===== config.mk =====
export PLATFORM = sky130hd
export DESIGN_NAME = gsr_top
export DESIGN_NICKNAME = d
export VERILOG_FILES = /design/src/rtl/gsr_pkg.sv /design/src/rtl/gsr_top.sv
export SDC_FILE = /design/constraint.sdc
export NUM_CORES = 1
export LEC_CHECK = 0
export ABC_AREA = 1
export BUFFER_PORTS_ARGS = -buffer_cell sky130_fd_sc_hd__clkbuf_2
export CAP_MARGIN = 15
export CORE_UTILIZATION = 59
export DETAILED_ROUTE_END_ITERATION = 16
export PLACE_DENSITY = 0.94
export SLEW_MARGIN = 20
export SYNTH_ARGS = -nofsm -noshare
export SYNTH_HDL_FRONTEND = slang
export SYNTH_SLANG_ARGS = --single-unit
export TNS_END_PERCENT = 30

===== constraint.sdc =====
create_clock -name pclk -period 5 [get_ports pclk]
set_input_delay 1 -clock pclk [delete_from_list [all_inputs] [get_ports pclk]]
set_output_delay 1 -clock pclk [all_outputs]
set_load 0.02 [all_outputs]

===== src/rtl/gsr_pkg.sv =====
package gsr_pkg;

  // ----------------------------------------------------------------
  // Timing
  // ----------------------------------------------------------------
  localparam int unsigned CLK_NS     = 10;
  localparam int unsigned SETTLE_NS  = 2000;
  localparam logic [15:0] SETTLE_CYC = 16'((SETTLE_NS + CLK_NS - 1) / CLK_NS);

  // ----------------------------------------------------------------
  // Register offsets
  // ----------------------------------------------------------------
  localparam logic [11:0] OFF_CTRL = 12'h000;
  localparam logic [11:0] OFF_MASK = 12'h004;
  localparam logic [11:0] OFF_STAT = 12'h008;
  localparam logic [11:0] OFF_RX   = 12'h00c;
  localparam logic [11:0] OFF_TX   = 12'h010;
  localparam logic [11:0] OFF_INFO = 12'h014;
  localparam logic [11:0] OFF_CMD  = 12'h018;

  // ----------------------------------------------------------------
  // Status byte layout and switch fields
  // ----------------------------------------------------------------
  localparam int unsigned BIT_NOREF  = 2;
  localparam int unsigned BIT_UNLOCK = 3;
  localparam int unsigned BIT_OVLD   = 4;
  localparam int unsigned BIT_AOFF   = 5;
  localparam int unsigned BIT_SRQ    = 6;
  localparam int unsigned BIT_CMDERR = 7;
  localparam logic [7:0]  SRQ_M      = 8'h40;
  localparam logic [7:0]  SELF_M     = 8'h3c;
  localparam int unsigned SW_ECHO    = 5;

  // ----------------------------------------------------------------
  // Bus commands, attention bytes with bit 7 dropped
  // ----------------------------------------------------------------
  localparam logic [6:0] CMD_SDC = 7'h04;
  localparam logic [6:0] CMD_DCL = 7'h14;
  localparam logic [6:0] CMD_SPE = 7'h18;
  localparam logic [6:0] CMD_SPD = 7'h19;
  localparam logic [6:0] CMD_UNL = 7'h3f;
  localparam logic [1:0] GRP_LSN = 2'h1;
  localparam logic [1:0] GRP_TLK = 2'h2;

  // ----------------------------------------------------------------
  // Types
  // ----------------------------------------------------------------
  typedef enum logic [1:0] {ACC_IDLE, ACC_READY, ACC_WAIT} gsr_acc_e;
  typedef enum logic [1:0] {SRC_IDLE, SRC_SETTLE, SRC_DAV, SRC_DONE} gsr_src_e;

  typedef struct packed {
    logic        psel;
    logic        penable;
    logic        pwrite;
    logic [11:0] paddr;
    logic [31:0] pwdata;
  } gsr_apb_req_s;

  typedef struct packed {
    logic [31:0] prdata;
    logic        pready;
    logic        pslverr;
  } gsr_apb_rsp_s;

  typedef struct packed {
    logic [7:0] dio_n;
    logic       dav_n;
    logic       nrfd_n;
    logic       ndac_n;
    logic       eoi_n;
    logic       atn_n;
    logic       ifc_n;
  } gsr_gpib_in_s;

  typedef struct packed {
    logic [7:0] dio_n_o;
    logic [7:0] dio_n_oe;
    logic       dav_n_o;
    logic       dav_n_oe;
    logic       nrfd_n_o;
    logic       nrfd_n_oe;
    logic       ndac_n_o;
    logic       ndac_n_oe;
    logic       eoi_n_o;
    logic       eoi_n_oe;
    logic       srq_n_o;
    logic       srq_n_oe;
  } gsr_gpib_out_s;

  typedef struct packed {
    logic       valid;
    logic       dir;
    logic [7:0] data;
  } gsr_echo_s;

  typedef struct packed {
    gsr_acc_e    acc;
    gsr_src_e    src;
    logic        listen;
    logic        talk;
    logic        spoll;
    logic        remote;
    logic        rsv;
    logic [7:0]  mask;
    logic [7:0]  stat;
    logic [7:0]  pend;
    logic [7:0]  rx_data;
    logic        rx_eoi;
    logic        rx_valid;
    logic [7:0]  tx_data;
    logic        tx_eoi;
    logic        tx_valid;
    logic [15:0] cnt;
    logic [7:0]  dio_oe;
    logic        eoi_oe;
    logic        dav_oe;
    logic        nrfd_oe;
    logic        ndac_oe;
    gsr_echo_s   echo;
    logic [31:0] rdata;
    logic        dflt;
  } gsr_state_s;

  localparam gsr_state_s STATE_RST = '0;

endpackage


===== src/rtl/gsr_top.sv =====
// The address map and the APB interface to the registers were chosen for this implementation.
`timescale 1ns/1ps
module gsr_top #(
  parameter logic [15:0] SETTLE = gsr_pkg::SETTLE_CYC
) (
  // Clock and reset.
  input  logic                   pclk,
  input  logic                   presetn,
  // APB register port.
  input  gsr_pkg::gsr_apb_req_s  apb_req,
  output gsr_pkg::gsr_apb_rsp_s  apb_rsp,
  // Bus pins, open drain, wire levels in and enables out.
  input  gsr_pkg::gsr_gpib_in_s  gpib_i,
  output gsr_pkg::gsr_gpib_out_s gpib_o,
  // Configuration switches and instrument status events.
  input  logic [7:0]             bus_config_switch_bank,
  input  logic [7:0]             cond_i,
  // Serial echo channel.
  output gsr_pkg::gsr_echo_s     echo_o,
  input  logic                   echo_ready_i,
  // Instrument side controls.
  output logic                   remote_o,
  output logic                   default_reset_o
);
  import gsr_pkg::*;

  gsr_state_s  q;
  gsr_state_s  d;
  logic        atn;
  logic        dav;
  logic        nrfd_rel;
  logic        ndac_rel;
  logic        ifc;
  logic        echo_on;
  logic [4:0]  my_addr;
  logic [7:0]  bus_byte;
  logic [7:0]  set;
  logic [7:0]  hit;
  logic [7:0]  poll_byte;
  logic        act;
  logic        can_take;
  logic        src_ok;
  logic        poll_done;
  logic        clr_dev;
  logic        stat_rd;
  logic        freeze;
  logic        wr;
  logic        rd;

  // ----------------------------------------------------------------
  // Helpers
  // ----------------------------------------------------------------

  // Builds a talk or listen address from the group and switch address.
  function automatic logic [6:0] gsr_addr(input logic [1:0] grp, input logic [4:0] a);
    gsr_addr = {grp, a};
  endfunction

  // True for every offset that the register file decodes.
  function automatic logic gsr_mapped(input logic [11:0] a);
    gsr_mapped = (a == OFF_CTRL) || (a == OFF_MASK) || (a == OFF_STAT) ||
                 (a == OFF_RX) || (a == OFF_TX) || (a == OFF_INFO) || (a == OFF_CMD);
  endfunction

  // Bus lines are negative logic; turn them into asserted-true terms.
  assign atn      = ~gpib_i.atn_n;
  assign dav      = ~gpib_i.dav_n;
  assign ifc      = ~gpib_i.ifc_n;
  assign nrfd_rel = gpib_i.nrfd_n;
  assign ndac_rel = gpib_i.ndac_n;
  assign bus_byte = ~gpib_i.dio_n;
  assign my_addr  = bus_config_switch_bank[4:0];
  assign echo_on  = bus_config_switch_bank[SW_ECHO];

  // Conditions wired into their status positions; bit six is never a source.
  assign set = {cond_i[BIT_CMDERR], 1'b0, cond_i[BIT_AOFF], cond_i[BIT_OVLD],
                cond_i[BIT_UNLOCK], cond_i[BIT_NOREF], cond_i[1:0]};

  // The request flag rides in bit six of the polled byte only.
  assign poll_byte = q.stat | (q.rsv ? SRQ_M : 8'h00);
  assign hit       = q.stat & q.mask;

  assign wr = apb_req.psel & apb_req.penable & apb_req.pwrite;
  assign rd = apb_req.psel & apb_req.penable & ~apb_req.pwrite;

  // ----------------------------------------------------------------
  // Next state
  // ----------------------------------------------------------------

  // All behaviour is computed here from the registered state copy.
  always_comb begin
    d         = q;
    d.dflt    = 1'b0;
    clr_dev   = 1'b0;
    stat_rd   = 1'b0;
    poll_done = 1'b0;
    act       = atn | q.listen;
    src_ok    = q.talk & ~atn;
    // Data bytes wait for an empty receive slot and a free echo slot.
    can_take  = atn | (~q.rx_valid & ~q.echo.valid);

    // Echo slot drains toward the serial side at its own pace.
    if (q.echo.valid && echo_ready_i) begin
      d.echo.valid = 1'b0;
    end

    // Read data is latched in the setup phase so prdata is a flop.
    if (apb_req.psel && !apb_req.penable) begin
      if (apb_req.paddr == OFF_CTRL) begin
        d.rdata = {31'h0, q.remote};
      end else if (apb_req.paddr == OFF_MASK) begin
        d.rdata = {24'h0, q.mask};
      end else if (apb_req.paddr == OFF_STAT) begin
        d.rdata = {24'h0, q.stat};
      end else if (apb_req.paddr == OFF_RX) begin
        d.rdata = {22'h0, q.rx_valid, q.rx_eoi, q.rx_data};
      end else if (apb_req.paddr == OFF_TX) begin
        d.rdata = {22'h0, q.tx_valid, q.tx_eoi, q.tx_data};
      end else if (apb_req.paddr == OFF_INFO) begin
        d.rdata = {16'h0, q.pend, 3'h0, echo_on, q.rsv, q.spoll, q.talk, q.listen};
      end else begin
        d.rdata = 32'h0;
      end
    end

    // Access phase writes; remote state is set only by software.
    if (wr) begin
      if (apb_req.paddr == OFF_CTRL) begin
        d.remote = apb_req.pwdata[0];
      end else if (apb_req.paddr == OFF_MASK) begin
        d.mask = apb_req.pwdata[7:0];
      end else if (apb_req.paddr == OFF_TX) begin
        if (!q.tx_valid) begin
          d.tx_data  = apb_req.pwdata[7:0];
          d.tx_eoi   = apb_req.pwdata[8];
          d.tx_valid = 1'b1;
        end
      end else if (apb_req.paddr == OFF_CMD) begin
        clr_dev = apb_req.pwdata[0];
      end
    end

    // Access phase reads with side effects.
    if (rd) begin
      if (apb_req.paddr == OFF_STAT) begin
        stat_rd = 1'b1;
      end else if (apb_req.paddr == OFF_RX) begin
        d.rx_valid = 1'b0;
      end
    end

    // Acceptor handshake: ready, take the byte, hold until DAV drops.
    case (q.acc)
      ACC_IDLE: begin
        if (act && can_take && !dav) begin
          d.acc = ACC_READY;
        end
      end
      ACC_READY: begin
        if (!act || !can_take) begin
          d.acc = ACC_IDLE;
        end else if (dav) begin
          d.acc = ACC_WAIT;
          if (atn) begin
            // Attention bytes; REN, LLO, GTL and poll setup fall through.
            if (bus_byte[6:0] == gsr_addr(GRP_LSN, my_addr)) begin
              d.listen = 1'b1;
              d.talk   = 1'b0;
            end else if (bus_byte[6:0] == CMD_UNL) begin
              d.listen = 1'b0;
            end else if (bus_byte[6:0] == gsr_addr(GRP_TLK, my_addr)) begin
              d.talk   = 1'b1;
              d.listen = 1'b0;
            end else if (bus_byte[6:5] == GRP_TLK) begin
              d.talk = 1'b0;
            end else if (bus_byte[6:0] == CMD_DCL) begin
              clr_dev = 1'b1;
            end else if (bus_byte[6:0] == CMD_SDC && q.listen) begin
              clr_dev = 1'b1;
            end else if (bus_byte[6:0] == CMD_SPE) begin
              d.spoll = 1'b1;
            end else if (bus_byte[6:0] == CMD_SPD) begin
              d.spoll = 1'b0;
            end
          end else begin
            // Data goes to the command path whatever the remote state.
            d.rx_data  = bus_byte;
            d.rx_eoi   = ~gpib_i.eoi_n;
            d.rx_valid = 1'b1;
            if (echo_on) begin
              d.echo.valid = 1'b1;
              d.echo.dir   = 1'b0;
              d.echo.data  = bus_byte;
            end
          end
        end
      end
      ACC_WAIT: begin
        if (!dav || !act) begin
          d.acc = ACC_IDLE;
        end
      end
      default: begin
        d.acc = ACC_IDLE;
      end
    endcase

    // Acceptor lines follow the next state; with neither attention nor listen, neither line is driven.
    d.nrfd_oe = act & (d.acc != ACC_READY);
    d.ndac_oe = act & (d.acc != ACC_WAIT);

    // Source handshake; attention or loss of talk aborts at once.
    case (q.src)
      SRC_IDLE: begin
        if (src_ok && !q.echo.valid && (q.spoll || q.tx_valid)) begin
          // Poll byte goes out raw, not as decimal text.
          d.dio_oe = q.spoll ? poll_byte : q.tx_data;
          d.eoi_oe = ~q.spoll & q.tx_eoi;
          d.cnt    = SETTLE;
          d.src    = SRC_SETTLE;
        end
      end
      SRC_SETTLE: begin
        if (!src_ok) begin
          d.src = SRC_IDLE;
        end else if (q.cnt != 16'h0) begin
          d.cnt = q.cnt - 16'h1;
        end else if (nrfd_rel) begin
          d.dav_oe = 1'b1;
          d.src    = SRC_DAV;
          if (echo_on) begin
            d.echo.valid = 1'b1;
            d.echo.dir   = 1'b1;
            d.echo.data  = q.dio_oe;
          end
        end
      end
      SRC_DAV: begin
        if (!src_ok) begin
          d.src = SRC_IDLE;
        end else if (ndac_rel) begin
          d.src = SRC_DONE;
          if (q.spoll) begin
            poll_done = 1'b1;
          end else begin
            d.tx_valid = 1'b0;
          end
        end
      end
      SRC_DONE: begin
        // A poll answers once until attention returns.
        if (!q.spoll || atn || !q.talk) begin
          d.src = SRC_IDLE;
        end
      end
      default: begin
        d.src = SRC_IDLE;
      end
    endcase

    // Data and DAV are released whenever the source is not mid-byte.
    if (d.src == SRC_IDLE || d.src == SRC_DONE) begin
      d.dio_oe = 8'h00;
      d.eoi_oe = 1'b0;
      d.dav_oe = 1'b0;
    end

    // Status: sticky, frozen while a request or poll is outstanding.
    // New events win over any clear in the same cycle.
    freeze = q.rsv | (q.spoll & (q.src != SRC_IDLE));
    if (poll_done) begin
      d.stat = q.pend | set;
      d.pend = 8'h00;
      d.rsv  = 1'b0;
    end else if (freeze) begin
      d.pend = q.pend | set;
    end else begin
      d.stat = (stat_rd ? 8'h00 : q.stat) | set;
    end

    // Raise a request on any masked bit; sources in bits two to five drop their mask bit.
    if (!freeze && !poll_done && hit != 8'h00) begin
      d.rsv  = 1'b1;
      d.mask = d.mask & ~(hit & SELF_M);
    end

    // Device clear or software default reset; no lockout state exists.
    if (clr_dev) begin
      d.mask     = 8'h00;
      d.rx_valid = 1'b0;
      d.tx_valid = 1'b0;
      d.remote   = 1'b0;
      d.dflt     = 1'b1;
    end

    // Interface clear drops every addressed state.
    if (ifc) begin
      d.listen = 1'b0;
      d.talk   = 1'b0;
      d.spoll  = 1'b0;
    end
  end

  // ----------------------------------------------------------------
  // State register
  // ----------------------------------------------------------------

  // The whole block state is one register.
  always_ff @(posedge pclk or negedge presetn) begin
    if (!presetn) begin
      q <= STATE_RST;
    end else begin
      q <= d;
    end
  end

  // ----------------------------------------------------------------
  // Outputs
  // ----------------------------------------------------------------

  // Zero wait state slave; unmapped offsets answer with an error.
  assign apb_rsp.prdata  = q.rdata;
  assign apb_rsp.pready  = 1'b1;
  assign apb_rsp.pslverr = rd | wr ? ~gsr_mapped(apb_req.paddr) : 1'b0;

  // Open drain pins only ever pull low, so the driven value is zero.
  assign gpib_o.dio_n_o   = 8'h00;
  assign gpib_o.dio_n_oe  = q.dio_oe;
  assign gpib_o.dav_n_o   = 1'b0;
  assign gpib_o.dav_n_oe  = q.dav_oe;
  assign gpib_o.nrfd_n_o  = 1'b0;
  assign gpib_o.nrfd_n_oe = q.nrfd_oe;
  assign gpib_o.ndac_n_o  = 1'b0;
  assign gpib_o.ndac_n_oe = q.ndac_oe;
  assign gpib_o.eoi_n_o   = 1'b0;
  assign gpib_o.eoi_n_oe  = q.eoi_oe;
  assign gpib_o.srq_n_o   = 1'b0;
  assign gpib_o.srq_n_oe  = q.rsv;

  assign echo_o          = q.echo;
  assign remote_o        = q.remote;
  assign default_reset_o = q.dflt;

endmodule


==> qor.csv <==
metric,value,unit
vias,5638,
insertion_delay,0.38,ns
net-switching-power,0.515,mW
fill_cells,902,
drt_iter0_markers,532,
synth_top_area_share,41.6,%
max_freq,295,MHz
pwr-share-comb,14.0,%
antenna_cells,0,
yosysSeqAreaShare,41.6,%
cts_tree,done,
post_drt_wl_per_cell,14.7,µm
worst-path-max-fanout,17,
layout_commonest_cell,nand2_1,
hold_violations,0,
placed_cell_area,6590,µm²
cap_violations,0,
crit_path_end_kind,primary output,
drv_slew,0,
first_pass_iters,6,
crit_required,4.00,ns
synth-seq-cells,107,
ant_nets,0,
final_cell_mix,"202 x nand2_1, 108 x inv_1, 107 x dfrtp_1",
first_global_vias,5204,
ir_worst_vdd,0.163,mV
flow.area_growth_from_synthesis,5.83,%
initial_utilization,61.5,%
cp-startpoint,apb_req[43],
vias_per_cell,5.36,
relSlewSlack,37.1,%
status,"complete, no violations",
core_area,10500,µm²
wirelength,15500,µm
syn_avg_cell_area,7.48,µm²
cts.sinks,107,
cts_resized,0,
worstSetupPathType,in -> out,
timing.rr.start,q[120]$_DFF_PN0_,
p_int,1.29,mW
final.setup.worst_slack,1.61,ns
rows,37,
gp_congestion,0.986,
grt_overflow,0,
grt_use_total,28.9,%
p_leak,3.69,nW
yosys_warnings,0,
htree_levels,3,
p_per_area,264,nW/µm²
grt_max_degree,77,
antenna_found_initial,0,
drive_gt1_share,17.8,%
rsz0062_at_grt,no,
clock-root-buffer,clkbuf_8,
cp_data_arrival_time,2.39,ns
worstMarginPinSlew,0.943,ns
finalClockSkew,0.0104,ns
ys_types,42,
synthCells,860,
dp_hpwl,11700,µm
layout_min_cycle_time,3.39,ns
period_share,67.8,%
cts_max_path_buffers,2,
setup-tns-final,0,ns
syn-cell-area,6440,µm²
die_w,106,µm
synth.area.top_cells,"dfrtp_1 42%, nand2_1 12%, buf_4 8.3%, inv_1 6.3%, o21ai_0 5.4%",
pin_count,152,
cts.clk_slew.worst_paths,0.10,ns
pwr-share-clk,33.6,%
hp-class,reg -> reg,
grt_pass1_wl,25500,µm
cp-start-kind,input pin,
pre_cts_ws,1.65,ns
io_buffers,95,
finish.instance_area,6810,µm²
holdBufCountCts,0,
fp.dieArea,11300,µm²
yosysTopAreaCell,dfrtp_1,
remaining_drc_errors,0,
seq_power_share,52.4,%
nNetsFinal,992,
hp-start,q[123]$_DFF_PN0_,
switching_share,28.6,%
numCtsBuffers,9,
setup_violations,0,
die-height,106,µm
cts_setup_buffers,0,
state kept, by name, indices dropped and copies added, names as in the netlist:
name / cells
echo_o: 10
default_reset_o: 1
apb_rsp: 16
q: 66
gpib_o: 13
remote_o: 1
final cells by class:
| type | count | area (µm²) | area share (%) |
|---|---|---|---|
| Multi-Input combinational cell | 577 | 2790 | 41.0 |
| Sequential cell | 107 | 2680 | 39.3 |
| Timing Repair Buffer | 98 | 500 | 7.35 |
| Inverter | 118 | 445 | 6.54 |
| Tap cell | 136 | 170 | 2.50 |
| Clock buffer | 11 | 141 | 2.08 |
| Clock inverter | 5 | 85.1 | 1.25 |
critical path, cell delays in order:
cell      delay, ns
clkbuf_2       0.09
nor2_2         0.15
nand2_4        0.14
nor2_8         0.31
nand2_2        0.24
nand4_1        0.19
nor3_1         0.08
clkbuf_2       0.19
final timing paths:
path	to	slack [ns]	cells after the start
worst max-delay path	apb_rsp[0]	1.61	8
worst min-delay path	q[122]$_DFF_PN0_	0.44	1
worst max register to register	q[61]$_DFFE_PN0P_	2.74	9
worst min register to register	q[122]$_DFF_PN0_	0.44	1
max in group asynchronous	gpib_o[6]$_DFF_PN0_	3.28	2
min in group asynchronous	q[60]$_DFFE_PN0P_	0.76	1
cell usage after synthesis, drive strengths merged:
master  instances
nand4           7
o21ai          70
a21oi          27
buf            81
or2             6
o31ai           2
a22oi           8
nand3b          9
xor2            4
o21bai          1
a31oi           1
dfrtp         107
nor4            2
nand3          69
clkbuf          5
ha              1
nor3b           1
nand2         211
inv           118
o22ai           1
conb            2
nor3           14
nor2          100
xnor2           2
o211ai         11
power groups by stage:
stage	clock network, mW	registers, mW	logic (mW)
after floorplan	0	0.947	0.211
after global routing	0.643	0.948	0.284
after CTS	0.613	0.943	0.252
final	0.605	0.944	0.252
after detailed placement	0	0.960	0.251
after global placement	0	0.958	0.246
logic make-up after synthesis:
family,after synthesis,share of synthesized area [%]
xor+xnor,6,0.816
compound gates,121,10.8
fa+ha+maj,1,0.194
flops,107,41.6
other cells,2,0.117
simple gates,419,29.8
buf+inv,204,16.7
per-stage QoR:
step           power, mW  std cells  hold slack, ns  utilization [%]
2_1_floorplan       1.16        888           0.412                -
5_1_grt             1.88       1052           0.477             65.1
6_report            1.80       1052           0.440             65.1
3_3_place_gp        1.20       1036           0.425             62.9
3_5_place_dp        1.21       1036           0.430             62.9
4_1_cts             1.81       1052           0.444             65.1
layer usage:
metal  wire length (µm)  global-route usage (%)  vias to the layer above  share of wire [%]
met5                  0                       0                        -                  0
met4                403                    9.10                        0                2.6
met3               1060                    5.15                       38                6.8
met2               7260                    45.7                      249                 47
met1               6780                    40.4                     2608                 44
li1                   -                       -                     2743                  -
No activity file was read; power rests on OpenSTA's default activity.
